<file path="config.mk">
export PLATFORM = sky130hd
export DESIGN_NAME = fmm_entry
export DESIGN_NICKNAME = d
export VERILOG_FILES = /design/src/shared/fmm_pkg.sv /design/src/rtl/fmm_entry.sv /design/src/rtl/fmm_reset_counter.sv
export SDC_FILE = /design/constraint.sdc
export NUM_CORES = 1
export LEC_CHECK = 0
export CAP_MARGIN = 20
export CORE_UTILIZATION = 36
export CTS_CLUSTER_DIAMETER = 50
export DETAILED_ROUTE_END_ITERATION = 16
export DONT_BUFFER_PORTS = 1
export GPL_ROUTABILITY_DRIVEN = 0
export MAX_ROUTING_LAYER = met4
export PLACE_DENSITY = 0.55
export SLEW_MARGIN = 20
export SYNTH_ARGS = -nofsm -noshare
export SYNTH_HDL_FRONTEND = slang
export SYNTH_SLANG_ARGS = --single-unit
</file>
<file path="constraint.sdc">
create_clock -name clk_sys -period 1.6 [get_ports clk_sys]
set_input_delay 0.32 -clock clk_sys [delete_from_list [all_inputs] [get_ports clk_sys]]
set_output_delay 0.32 -clock clk_sys [all_outputs]
set_load 0.005 [all_outputs]
</file>
<file path="src/shared/fmm_pkg.sv">
// Function
// - Watch reset vector fetches; erased bytes trigger internal reset then monitor entry.
// - Forced entry ignores startup strap pin level conditions.
// - Blank vector entry adds one extra reset cycle after power-on reset.
// - Liveness watchdog held disabled whenever monitor mode was forced.
// - Forced entry runs monitor firmware on default internal oscillator setting.
// - Forced, interrupt pin high: inputs except serial pin and external clock pin.
// - Forced, interrupt pin low: inputs except the monitor serial pin.
// - In monitor mode interrupt pin is no port input; port A bit 2 reads zero.
// - In monitor mode interrupt pin branches act as though the pin were enabled.
// - Any non power-on reset in forced monitor returns to forced monitor.
// - Monitor mode fetches reset, soft trap and break vectors from alternate page.
// - Only power-on reset leaves blank-vector monitor mode; reset pin does not.
// - Vectors: user FFFE/FFFF and FFFC/FFFD; monitor FEFE/FEFF and FEFC/FEFD.
// - Below test voltage the device leaves reset in user mode unless forced.
package fmm_pkg;

	// ----------------------------------------
	// Vector addresses
	// ----------------------------------------
	localparam logic [7:0]  USER_PAGE      = 8'hFF;
	localparam logic [7:0]  MON_PAGE       = 8'hFE;
	localparam logic [7:0]  RESET_VEC_LO   = 8'hFE;
	localparam logic [7:0]  TRAP_VEC_LO    = 8'hFC;
	localparam logic [7:0]  ERASED_BYTE    = 8'hFF;
	localparam logic [15:0] USER_RESET_VEC = 16'hFFFE;

	// ----------------------------------------
	// Pin bits and timing
	// ----------------------------------------
	localparam int          SERIAL_BIT     = 0;
	localparam int          IRQ_BIT        = 2;
	localparam int          EXTCLK_BIT     = 5;
	localparam int          PORT_W         = 6;
	localparam logic [3:0]  RESET_CYCLES   = 4'h8;
	localparam logic [3:0]  OSC_TRIM_DEF   = 4'h8;

	// ----------------------------------------
	// Types
	// ----------------------------------------
	typedef enum logic [2:0] {
		ST_RESET  = 3'b000,
		ST_FETCHH = 3'b001,
		ST_FETCHL = 3'b010,
		ST_INTRST = 3'b011,
		ST_RUN    = 3'b100
	} fmm_state_t;

	typedef struct packed {
		logic       monitorMode;
		logic       forcedMonitor;
		logic       watchdogDisable;
		logic       oscDefault;
		logic       strapCheckEn;
	} fmm_mode_t;

	typedef struct packed {
		logic [PORT_W-1:0] pinInputOnly;
		logic              serialEn;
		logic              extClockEn;
	} fmm_pins_t;

endpackage
</file>
<file path="src/rtl/fmm_entry.sv">
`timescale 1ns/10ps
module fmm_entry (
	// Clock and power-on reset
	input  wire logic               clk_sys,
	input  wire logic               nrst,
	// Other reset sources (pin, watchdog, etc.), active low pulse level
	input  wire logic               otherRst_n,
	// Interrupt pin sensing
	input  wire logic               testHighVoltage,
	input  wire logic               intPinLevel,
	input  wire logic               cfgIntPinEnable,
	// Startup strap pins
	input  wire logic               startupStrapPinA,
	input  wire logic               startupStrapPinB,
	// Vector fetch data from memory
	input  wire logic [7:0]         memData,
	// Vector fetch request from core
	input  wire logic               vecFetch,
	input  wire logic [1:0]         vecKind,
	input  wire logic               vecLowByte,
	// Port A raw read data
	input  wire logic [7:0]         portARaw,
	// Outputs: memory address
	output logic [15:0]             memAddr,
	// Outputs: core control
	output logic                    coreReset,
	output fmm_pkg::fmm_mode_t      mode,
	output fmm_pkg::fmm_pins_t      pins,
	output logic [3:0]              oscTrim,
	output logic [7:0]              portARead,
	output logic                    intPinForBranch
);
	// ----------------------------------------
	// State
	// ----------------------------------------
	fmm_pkg::fmm_state_t stateReg, stateNext;
	logic [7:0] vecHiReg, vecHiNext;
	logic       forcedReg, forcedNext;
	logic       monReg, monNext;
	logic       extraDoneReg, extraDoneNext;
	logic       rstStart;
	logic       rstDone;

	fmm_reset_counter #(.CYCLES(fmm_pkg::RESET_CYCLES)) uCnt (
		.clk_sys (clk_sys),
		.nrst    (nrst),
		.start   (rstStart),
		.done    (rstDone)
	);

	// Reset sequencer and vector check
	always_comb begin
		stateNext     = stateReg;
		vecHiNext     = vecHiReg;
		forcedNext    = forcedReg;
		monNext       = monReg;
		extraDoneNext = extraDoneReg;
		rstStart      = 1'b0;
		if (!otherRst_n) begin
			stateNext = fmm_pkg::ST_RESET;
			rstStart  = 1'b1;
		end else begin
			case (stateReg)
				fmm_pkg::ST_RESET: begin
					if (rstDone) begin
						// flag or test voltage picks the mode
						monNext   = forcedReg | testHighVoltage;
						stateNext = forcedReg ? fmm_pkg::ST_RUN : fmm_pkg::ST_FETCHH;
						if (testHighVoltage) begin
							stateNext = fmm_pkg::ST_RUN;
						end
					end
				end
				fmm_pkg::ST_FETCHH: begin
					vecHiNext = memData;
					stateNext = fmm_pkg::ST_FETCHL;
				end
				fmm_pkg::ST_FETCHL: begin
					if (vecHiReg == fmm_pkg::ERASED_BYTE && memData == fmm_pkg::ERASED_BYTE) begin
						forcedNext = 1'b1;
						stateNext  = fmm_pkg::ST_INTRST;
						rstStart   = 1'b1;
					end else begin
						stateNext = fmm_pkg::ST_RUN;
					end
				end
				fmm_pkg::ST_INTRST: begin
					if (rstDone) begin
						monNext       = 1'b1;
						extraDoneNext = 1'b1;
						stateNext     = fmm_pkg::ST_RUN;
					end
				end
				fmm_pkg::ST_RUN: begin
					stateNext = fmm_pkg::ST_RUN;
				end
				default: begin
					stateNext = fmm_pkg::ST_RESET;
				end
			endcase
		end
	end

	always_ff @(posedge clk_sys or negedge nrst) begin
		if (!nrst) begin
			stateReg     <= fmm_pkg::ST_RESET;
			vecHiReg     <= 8'h00;
			forcedReg    <= 1'b0;
			monReg       <= 1'b0;
			extraDoneReg <= 1'b0;
		end else begin
			stateReg     <= stateNext;
			vecHiReg     <= vecHiNext;
			forcedReg    <= forcedNext;
			monReg       <= monNext;
			extraDoneReg <= extraDoneNext;
		end
	end

	// ----------------------------------------
	// Outputs
	// ----------------------------------------
	// Core held in reset until sequence runs
	assign coreReset = (stateReg != fmm_pkg::ST_RUN);

	// Vector address: sequencer fetch or core fetch, page by mode
	always_comb begin
		memAddr = fmm_pkg::USER_RESET_VEC;
		if (stateReg == fmm_pkg::ST_FETCHL) begin
			memAddr = {fmm_pkg::USER_PAGE, fmm_pkg::RESET_VEC_LO | 8'h01};
		end else if (vecFetch) begin
			memAddr[15:8] = monReg ? fmm_pkg::MON_PAGE : fmm_pkg::USER_PAGE;
			memAddr[7:0]  = ((vecKind == 2'h0) ? fmm_pkg::RESET_VEC_LO : fmm_pkg::TRAP_VEC_LO) | {7'h00, vecLowByte};
		end
	end

	// Mode flags
	always_comb begin
		mode.monitorMode     = monReg;
		mode.forcedMonitor   = forcedReg;
		mode.watchdogDisable = forcedReg | (monReg & testHighVoltage);
		mode.oscDefault      = forcedReg;
		mode.strapCheckEn    = monReg & ~forcedReg;
	end

	// Pin defaults in forced monitor
	always_comb begin
		pins.pinInputOnly = '0;
		pins.serialEn     = 1'b0;
		pins.extClockEn   = 1'b0;
		if (forcedReg && monReg) begin
			pins.pinInputOnly                       = '1;
			pins.pinInputOnly[fmm_pkg::SERIAL_BIT]  = 1'b0;
			pins.serialEn                           = 1'b1;
			if (intPinLevel) begin
				pins.pinInputOnly[fmm_pkg::EXTCLK_BIT] = 1'b0;
				pins.extClockEn                        = 1'b1;
			end
		end
	end

	assign oscTrim = fmm_pkg::OSC_TRIM_DEF;

	// Port A read and branch pin view
	always_comb begin
		portARead = portARaw;
		if (monReg) begin
			portARead[fmm_pkg::IRQ_BIT] = 1'b0;
		end
		intPinForBranch = (monReg | cfgIntPinEnable) ? intPinLevel : 1'b1;
	end

	// ----------------------------------------
	// Assertions
	// ----------------------------------------
	chk_blank_forces: assert property (@(posedge clk_sys) disable iff (!nrst)
		(stateReg == fmm_pkg::ST_FETCHL && otherRst_n && vecHiReg == 8'hFF && memData == 8'hFF)
		|=> forcedReg && stateReg == fmm_pkg::ST_INTRST) else $error("blank vector not forced");
	// Blank vector holds the core in reset for one full extra reset span
	chk_extra_reset: assert property (@(posedge clk_sys) disable iff (!nrst)
		$rose(forcedReg) |-> coreReset [*8]) else $error("extra reset skipped");
	chk_wdog_off: assert property (@(posedge clk_sys) disable iff (!nrst)
		forcedReg |-> mode.watchdogDisable) else $error("watchdog on in forced mode");
	chk_pins_high: assert property (@(posedge clk_sys) disable iff (!nrst)
		(forcedReg && monReg && intPinLevel) |-> pins.extClockEn && pins.serialEn) else $error("pins high wrong");
	chk_pins_low: assert property (@(posedge clk_sys) disable iff (!nrst)
		(forcedReg && monReg && !intPinLevel) |-> !pins.extClockEn && pins.pinInputOnly[5]) else $error("pins low wrong");
	chk_porta_bit2: assert property (@(posedge clk_sys) disable iff (!nrst)
		monReg |-> !portARead[2]) else $error("port bit 2 not zero");
	chk_branch_pin: assert property (@(posedge clk_sys) disable iff (!nrst)
		monReg |-> intPinForBranch == intPinLevel) else $error("branch pin view wrong");
	chk_forced_sticky: assert property (@(posedge clk_sys) disable iff (!nrst)
		forcedReg |=> forcedReg) else $error("forced flag lost");
	chk_reenter_mon: assert property (@(posedge clk_sys) disable iff (!nrst)
		(forcedReg && !coreReset) |-> monReg) else $error("left forced monitor");
	chk_mon_page: assert property (@(posedge clk_sys) disable iff (!nrst)
		(monReg && vecFetch && stateReg == fmm_pkg::ST_RUN) |-> memAddr[15:8] == 8'hFE) else $error("wrong page");
	cov_forced: cover property (@(posedge clk_sys) disable iff (!nrst) $rose(forcedReg));
	cov_user: cover property (@(posedge clk_sys) disable iff (!nrst) $fell(coreReset) && !monReg);
	cov_rerst: cover property (@(posedge clk_sys) disable iff (!nrst) forcedReg && !otherRst_n);
	cov_extra_done: cover property (@(posedge clk_sys) disable iff (!nrst) extraDoneReg && !coreReset);
endmodule

</file>
<file path="src/rtl/fmm_reset_counter.sv">
`timescale 1ns/10ps
module fmm_reset_counter #(
	parameter logic [3:0] CYCLES = 4'h8
) (
	// Clock and reset
	input  wire logic clk_sys,
	input  wire logic nrst,
	// Control
	input  wire logic start,
	output logic      done
);
	logic [3:0] countReg;
	logic [3:0] countNext;

	// Load on start, count down to zero
	always_comb begin
		countNext = countReg;
		if (start) begin
			countNext = CYCLES;
		end else if (countReg != 4'h0) begin
			countNext = countReg - 4'h1;
		end
	end

	always_ff @(posedge clk_sys or negedge nrst) begin
		if (!nrst) begin
			countReg <= 4'h0;
		end else begin
			countReg <= countNext;
		end
	end

	assign done = (countReg == 4'h1);
endmodule

</file>
## Word level (Yosys, flattened, before mapping)

Index checks and enable logic that the tools add are counted.

- Bitwise logic cells: 7
- Multiplexer cells: 24
- Add/subtract/negate cells: 1
- Reduce and logical (&&, ||, !) cells: 11
- Equality and inequality tests: 12

Operators by type and width:

| operator | count |
|---|---|
| $mux 3 | 6 |
| $mux 9 | 2 |
| $eq 8x8->1 const B | 2 |
| $pmux 3 s5 | 1 |
| $mux 1 | 10 |
| $ne 3x3->1 const B | 3 |
| $mux 4 | 2 |
| $mux 8 | 1 |
| $or 8x1->8 | 1 |
| $eq 3x2->1 const B | 2 |
| $eq 4x1->1 const B | 1 |
| $ne 2x2->1 const B | 2 |
| $reduce_and 2->1 | 2 |
| $reduce_and 4->1 | 1 |
| $reduce_bool 2->1 | 2 |
| $reduce_bool 4->1 | 1 |
| $sub 4x1->4 const B | 1 |
| $eq 3x1->1 const B | 1 |
| $eq 3x3->1 const B | 1 |
| $logic_not 3->1 | 1 |
| $or 1x1->1 | 3 |
| $reduce_and 3->1 | 1 |
| $and 1x1->1 | 2 |
| $logic_and 1x1->1 | 2 |
| other kinds (4) | 4 |

- Output and inout port bits: 43
- Register bits after elaboration: 17
- Logic and storage cells: 60

## Depth between registers and ports, before layout

Gate-level depths: netlist (run 1).

- Depth after elaboration: 6
- Mapped depth: 6
- Mapped depth without buffers: 6

## Modules after synthesis

A second synthesis (run 1) with hierarchy kept.

- Cells, all modules: 125
- Area, all modules: 1208.7 sq um

By module, submodules not included:

| module | area an instance (sq um) | cells each | sequential area each (sq um) | times used |
|---|---|---|---|---|
| fmm_entry | 968.4 | 102 | 325.3 | 1 |
| fmm_reset_counter | 240.2 | 23 | 100.1 | 1 |

## Worst setup path before layout (run 1)

Ideal clock, no wire load.

- Kind: reg2reg
- From: reg uCnt.countReg[1]
- To: reg stateReg[0]
- Period minus slack after synthesis: 1.473 ns
- Data arrival time: 1.390 ns
- Setup time: 0.083 ns
- Stages on the path, launching flop included: 7
- Data required time: 1.517 ns
- Slack: 0.127 ns
- Cells stage by stage: dfrtp_1 inv_1 ha_1 or3b_2 a21oi_1 o21ai_0 o21ai_0

- Word-level cells in the longest chain between the ends: 3
- Elaborated cells between the ends (all ways): 4
- Classes of those cells: eq/ne (3); reduce/logical (1)

RTL lines:

| element | line | text |
|---|---|---|
| start, declared | fmm_reset_counter.sv:12 | `logic [3:0] countReg;` |
| start signal, assigned | fmm_reset_counter.sv:29 | `countReg <= countNext;` |
| $eq 4x1->1 * | fmm_reset_counter.sv:33 | `assign done = (countReg == 4'h1);` |
| $ne 3x3->1 (no line) | -- |  |
| $reduce_and 2->1 (no line) * | -- |  |
| end signal, assigned | fmm_entry.sv:106 | `stateReg <= fmm_pkg::ST_RESET;` |
| end signal, assigned | fmm_entry.sv:112 | `stateReg <= stateNext;` |
| end, declared | fmm_entry.sv:36 | `fmm_pkg::fmm_state_t stateReg, stateNext;` |

Mark *: on every way between the ends. The rest lies on a longest branch, timed or not.
A chain may end at the register's enable or synchronous reset.

## Final worst setup path (run 1)

- From: reg stateReg[2]
- To: out memAddr[1]

- Word-level cells in the longest chain between the ends: 2

RTL lines:

| element | line | text |
|---|---|---|
| $eq 3x2->1 | fmm_entry.sv:129 | `if (stateReg == fmm_pkg::ST_FETCHL) begin` |
| $mux 9 | fmm_entry.sv:129 |  |
| end, declared | fmm_entry.sv:24 | `output logic [15:0] memAddr,` |

No other way between the ends.

==> summary.md, run 1 <==
| Metric | Value |
|---|---|
| 1st-pass router iterations | 4 |
| P_leak | 0.5424 nW |
| Vias in the first global route | 668 |
| Hold WS | 142.9 ps |
| Die Width | 59.58 um |
| R2R Path End | stateReg[0] |
| Post-synth top area share | 35.64% |
| Initial Utilization | 38.47% |
| Routed via count | 796 |
| Least-Margin Pin Slew | 762.4 ps |
| Crit path required time | 1280 ps |
| Internal reg-to-reg setup slack | 80 ps |
| Post-synth top flop | dfrtp_1 |
| Synth Register Bits | 17 |
| DP Worst Slack | 31.16 ps |
| Slew Limit Fails | 0 |
| Final worst-path cycle share | 98.71% |
| Synth warn | 0 |
| Unrepaired setup endpoints after global routing | true |
| Placed cell area | 1094 sq um |
| Worst r2r src | stateReg[2] |
| Syn avg cell area | 9.399 sq um |
| I/O Buffers | 0 |
| Pwr/cell area | 1214 nW/um^2 |
| Cell with the most instances after synthesis | buf_4 |
| Worst skew pair latency | 300 ps |
| Initial antenna violation count | 0 |
| Overall Global Routing Usage | 11.24% |
| Status | complete, no violations |
| Ys async rst share | 100.0% |
| DR DRC count | 0 |
| First-pass GRT wire length | 2863 um |
| Crit path time final | 1579 ps |
| Worst Hold Class | primary input to flip-flop |
| # clock sinks | 17 |
| CTS Buf Count | 3 |
| Cell count after synthesis | 127 |
| Area delta synth->final | -1.048% |
| Total power draw | 0.001434 W |
| Full die area | 3550 sq um |
| Final instance area | 1181 sq um |
| Max VDD drop | 0.6691 mV |
| WS Path Type | flip-flop to output port |
| Clk_skew | 12.38 ps |
| FF-to-FF path depth | 6 |
| CP Capture Type | output port |
| Die height | 59.58 um |
| Clk buf depth | 2 |
| Synth area leaders | dfrtp_1, buf_4, mux2_2 |
| I/O pin count | 71 |
| Syn Std Cell Area | 1194 sq um |
| CP Launch Point | stateReg[2] |
| DR WL/cell | 11.66 um |
| CP max FO | 4 |
| Sequential-to-total area share from yosys stat | 35.64% |
| Top achievable clock speed | 0.6332 GHz |
| Final hold violations | 0 |
| N_diodes | 0 |
| Synth top cells by count | buf_4, dfrtp_1, mux2_2 |
| Post-DP HPWL | 1447 um |
| Max-Cap Viols | 0 |
| Via density | 4.766 |
| Root Driver | clkbuf_4 |
| Global route total overflow | 0 |
| CP Capture Point | memAddr[1] |
| Max_slew headroom | 49.01% |
| DRT antenna net count | 0 |
| Worst EP arrival | 1260 ps |
| Final setup vio count | 0 |
| Yosys cell types | 34 |
| Post-synth EDFFs | 0 |
| Post-Route WL | 1947 um |
| Largest net degree at the start of global routing | 18 |
| CP startpoint kind | flip-flop |
| CTS tree | done |
| Crit path setup slack, layout | 20.65 ps |
| Fin nets | 154 |
| Layout cell share with drive strength beyond 1 | 24.39% |
| Largest area contributor in the netlist | dfrtp_1 |
| Clk pin slew, worst setup/hold paths | 120 ps |
| Core Footprint | 3103 sq um |
| Iteration-0 DRC Markers | 23 |
| Placement Rows | 20 |
| Htree depth | 1 |
==> power breakdown <==
part / internal, W / switching (W) / leakage (nW) / total, W
clock: 0.0000952 / 0.000150 / 0.0139 / 0.000245
sequential: 0.000588 / 0.000140 / 0.221 / 0.000728
combinational: 0.000253 / 0.000208 / 0.307 / 0.000461
==> worst min-delay path by stage <==
stage	slack [ps]	cells past startpoint	to	start
2_1_floorplan	20	0	forcedReg	nrst
3_3_place_gp	20	0	vecHiReg[3]	nrst
3_5_place_dp	20	0	vecHiReg[4]	nrst
4_1_cts	130	2	uCnt.countReg[0]	otherRst_n
5_1_grt	140	2	uCnt.countReg[1]	otherRst_n
6_report	140	2	uCnt.countReg[0]	otherRst_n
==> per-stage QoR <==
step,util [%],cells,TNS (ps)
CTS,37.14,164,0
global route,38.06,167,-97.42
floorplan,-,143,0
detailed placement,35.24,158,0
finish,38.06,167,0
global placement,35.24,158,0
==> final cells by class <==
cell class	count	area (sq um)
Clock buffer	3	22.52
Clock inverter	1	7.507
Fill cell	337	1922
Inverter	2	7.507
Multi-Input combinational cell	90	585.6
Sequential cell	17	425.4
Tap cell	44	55.05
Timing Repair Buffer	10	77.57
==> sequential cells by signal (all words and copies together) (netlist names) <==
| register | count |
|---|---|
| vecHiReg | 8 |
| monReg | 1 |
| forcedReg | 1 |
| stateReg | 3 |
| uCnt.countReg | 4 |
==> cells in the final DEF (no fill, tap or decap), types with 2 or more instances in the layout <==
cell	instances
nor2_1	6
or3_1	2
ha_1	2
conb_1	18
o21ai_0	3
inv_1	2
clkbuf_4	3
buf_4	9
nand4_1	6
nor2b_1	3
nand2b_1	5
nand2_1	7
nor3_1	2
a211o_1	2
dfrtp_1	17
mux2_2	9
a21oi_1	5
==> metal layers <==
| layer | vias up | wire length [um] | track usage, % | part of all wire, % |
|---|---|---|---|---|
| met3 | 2 | 204 | 5.677 | 10 |
| met5 | - | 0 | - | 0 |
| met1 | 367 | 893 | 14.56 | 46 |
| met2 | 47 | 839 | 15.89 | 43 |
| li1 | 380 | - | - | - |
| met4 | 0 | 9 | 1.993 | 0.46 |
==> worst max-delay path, stage by stage, from the launching register on <==
cell and delay [ps]:
dfrtp_1 440, nor2b_4 130, or2b_4 280, o211ai_1 120
==> repair_timing <==
action                     CTS  global route
setup endpoints to repair    4             5
hold endpoints to repair    17             0
pin swaps                    0             1
setup buffers                1             3
hold buffers                 1             0
gates resized for setup      4             2
==> cell families (layout without fill, tap and decap cells) <==
family	after synthesis	after routing	synth area share (%)
and+or+nand+nor	42	42	20.34
buffers and inverters	36	16	21.80
AOI/OAI and AO/OA	18	18	10.27
DFF	17	17	35.64
muxes	9	9	8.491
adders and majority gates	2	2	2.096
other	2	18	0.6292
xor gates and xnor gates	1	1	0.7339
(Power assumes the default switching activity.)
==> run 2, diff against run 1 <==
--- a/config.mk
+++ b/config.mk
@@ -6,13 +6,13 @@
 export NUM_CORES = 1
 export LEC_CHECK = 0
 export CAP_MARGIN = 20
-export CORE_UTILIZATION = 36
+export CORE_UTILIZATION = 39
 export CTS_CLUSTER_DIAMETER = 50
 export DETAILED_ROUTE_END_ITERATION = 16
 export DONT_BUFFER_PORTS = 1
 export GPL_ROUTABILITY_DRIVEN = 0
 export MAX_ROUTING_LAYER = met4
-export PLACE_DENSITY = 0.55
+export PLACE_DENSITY = 0.58
 export SLEW_MARGIN = 20
 export SYNTH_ARGS = -nofsm -noshare
 export SYNTH_HDL_FRONTEND = slang
==> run 2 against run 1 <==
  * The flow now finishes with violations (DRC)
  * Highest routed layer unchanged
  * Final area shrank 3.6%
  * Routed wire length shrank 0.98%
  * Critical path type unchanged
  * Utilization grew 2.2 points
  * Hold slack gained 24 ps
  * Cell count shrank 9.0%
  * Critical path depth is the same
  * Die area shrank 7.4%
  * Count of clock-buffer cells in the layout is the same
  * Global-route usage grew 1.1 points
  * Fmax shrank 0.57%
  * Sequential cell count is the same
==> summary.md, run 2 (synthesis gave the netlist of run 1 again) <==
| Metric | Value |
|---|---|
| Worst r2r src | stateReg[2] |
| Sw power | 0.0004736 W (-4.8%) |
| Post-DP HPWL | 1531 um (+5.8%) |
| Crit path time final | 1588 ps (+8.978 ps) |
| DR WL/cell | 12.68 um (+8.8%) |
| Area delta synth->final | -4.612% |
| Layout cell share with drive strength beyond 1 | 22.31% (-2.1 points) |
| Clk buf depth | 2 (unchanged) |
| Unrepaired setup endpoints after global routing | true |
| N_diodes | 0 (unchanged) |
| Status | complete, but fails checks |
| Storage cell area | 425.4 sq um (unchanged) |
| Largest stage delay on the critical path | 420 ps (-20 ps) |
| Post-Route WL | 1928 um (-0.98%) |
| Sw frac | 33.77% (-0.94 points) |
| Max-Cap Viols | 0 (unchanged) |
| Clk pin slew, worst setup/hold paths | 100 ps (-20 ps) |
| Clk_skew | 1.146 ps (-11.24 ps) |
| P_leak | 0.5361 nW (-1.1%) |
| Max VDD drop | 0.5791 mV (-13%) |
| Top achievable clock speed | 0.6296 GHz (-0.57%) |
| Internal Power | 0.0009287 W (-0.80%) |
| Fin nets | 152 (-1.3%) |
| WS Path Type | flip-flop to output port |
| # clock sinks | 17 (unchanged) |
| Routed via count | 789 (-0.88%) |
| Area occupied by multi-input gates | 576.8 sq um (-1.5%) |
| Failing checks | DRC |
| Final hold violations | 0 (unchanged) |
| Die height | 57.32 um (-3.8%) |
| Global route total overflow | 0 (unchanged) |
| Vias in the first global route | 747 (+12%) |
| Fill cells | 295 (-12%) |
| Placement Rows | 19 (-5.0%) |
| Most frequent cells in the layout | conb_1, dfrtp_1, mux2_2, nand2_1, buf_4 |
| CP Buf/Inv Count | 0 (unchanged) |
| DRT antenna net count | 0 (unchanged) |
| CP Capture Type | output port |
| Pwr/cell area | 1232 nW/um^2 (+1.5%) |
| Least-Margin Pin Slew | 770.8 ps (+8.426 ps) |
| Clock power share | 16.4% (-0.7 points) |
| HP Start | otherRst_n |
| Core Footprint | 2829 sq um (-8.8%) |
| Overall Global Routing Usage | 12.39% (+1.1 points) |
| R2R Path End | vecHiReg[5] |
| Root Driver | clkbuf_4 |
| I/O pin count | 71 (unchanged) |
| Biggest register | vecHiReg |
| 1st-pass router iterations | 11 (+7) |
| Slowest cell on crit path | dfrtp_1 |
| CP delay by family, top | simple AND/OR/NAND/NOR gates |
| First-pass GRT wire length | 3042 um (+6.3%) |
| Most common cell after layout, fill and taps aside | conb_1 |
| Setup TNS | 0 ps (unchanged) |
| Via density | 5.191 (+8.9%) |
| Largest net degree at the start of global routing | 18 (unchanged) |
| Crit path required time | 1280 ps (about the same) |
| Full die area | 3286 sq um (-7.4%) |
| Initial antenna violation count | 0 (unchanged) |
| Sequential share of power | 51.3% (+0.5 points) |
| Worst EP arrival | 1270 ps (about the same) |
| Combinational cell fraction of total power | 32.4% (+0.2 points) |
| CP max FO | 4 (unchanged) |
| CP startpoint kind | flip-flop |
| Htree depth | 1 (unchanged) |
| Iteration-0 DRC Markers | 30 (+30%) |
| Slew Limit Fails | 0 (unchanged) |
| Worst skew pair latency | 290 ps (about the same) |
| FF-to-FF path depth | 4 (-2) |
| Crit-path cells | nor2b_2 > or2b_4 > o211ai_1 |
| Final instance area | 1139 sq um (-3.6%) |
| Die Width | 57.32 um (-3.8%) |
| DP Worst Slack | 21.17 ps (-9.990 ps) |
| Top Registers | vecHiReg (8), uCnt.countReg (4), stateReg (3) |
| I/O Buffers | 0 (unchanged) |
| WHS Path Cells | 2 (unchanged) |
| Initial Utilization | 42.19% (+3.7 points) |
| Max_slew headroom | 48.44% (-0.56 points) |
| Final worst-path cycle share | 99.27% (+0.56 points) |
| CTS Buf Count | 3 (unchanged) |
| Placed cell area | 1085 sq um (-0.80%) |
| Hold path endpoint | uCnt.countReg[2] |
| DR DRC count | 10 (+10) |
| Final setup vio count | 0 (unchanged) |
| Max reg flops | 8 (unchanged) |
| CTS tree | done |
| Crit path setup slack, layout | 11.67 ps (-8.978 ps) |
| Worst Hold Class | primary input to flip-flop |
| Internal reg-to-reg setup slack | 120 ps (+40 ps) |
[run 2: changes by cell type in the layout (fill, tap and decap cells not counted), sizes merged]
cell,change
buf,-2
clkinvlp,-1
clkinv,+1
[run 2: power by group through the flow]
stage          registers [W]  clock network (W)  logic, W
5_1_grt             0.000744           0.000260  0.000504
2_1_floorplan       0.000690                  0  0.000443
3_3_place_gp        0.000723                  0  0.000420
4_1_cts             0.000722           0.000242  0.000455
6_report            0.000719           0.000229  0.000454
3_5_place_dp        0.000731                  0  0.000436
[run 2: worst max path at each step]
stage	depth (start not counted)	endpoint	from
global route	3	memAddr[1]	stateReg[2]
finish	3	memAddr[1]	stateReg[2]
floorplan	6	stateReg[0]	uCnt.countReg[1]
detailed placement	6	stateReg[0]	uCnt.countReg[1]
CTS	3	memAddr[1]	stateReg[2]
global placement	6	stateReg[0]	uCnt.countReg[1]
[run 2: layer usage]
layer  up-vias  routed length, um  GRT usage (%)
li1        374                  -              -
met1       360                808          13.96
met2        53                888          19.83
met3         2                220          6.349
met4         0                 10          2.439
met5         -                  0              -
[run 2: what timing repair did]
action                     CTS  global route
hold endpoints to repair    17             0
gates resized for setup      3             2
hold buffers                 1             0
buffers inserted             0             1
setup endpoints to repair    4             4
[run 2: final cells by class]
class,instances,area share (%)
Multi-Input combinational cell,90,50.66
Tap cell,31,3.407
Inverter,2,0.6593
Timing Repair Buffer,8,5.495
Clock buffer,3,1.978
Clock inverter,1,0.4396
Sequential cell,17,37.36
[run 2: per-stage QoR]
stage	power [W]	utilization, %	cells	hold slack, ps
after floorplan	0.001133	-	143	24.41
after global placement	0.001142	38.35	146	24.88
after detailed placement	0.001167	38.35	146	24.85
after CTS	0.001419	39.98	151	153.8
after global routing	0.001508	40.25	152	149.7
final	0.001402	40.25	152	166.6
[run 2: worst reg2reg max path, delay by kind of cell (launching register included)]
kind          cells  cell delay (ps)
simple gates      3              610
flops             1              420
mux               1              360
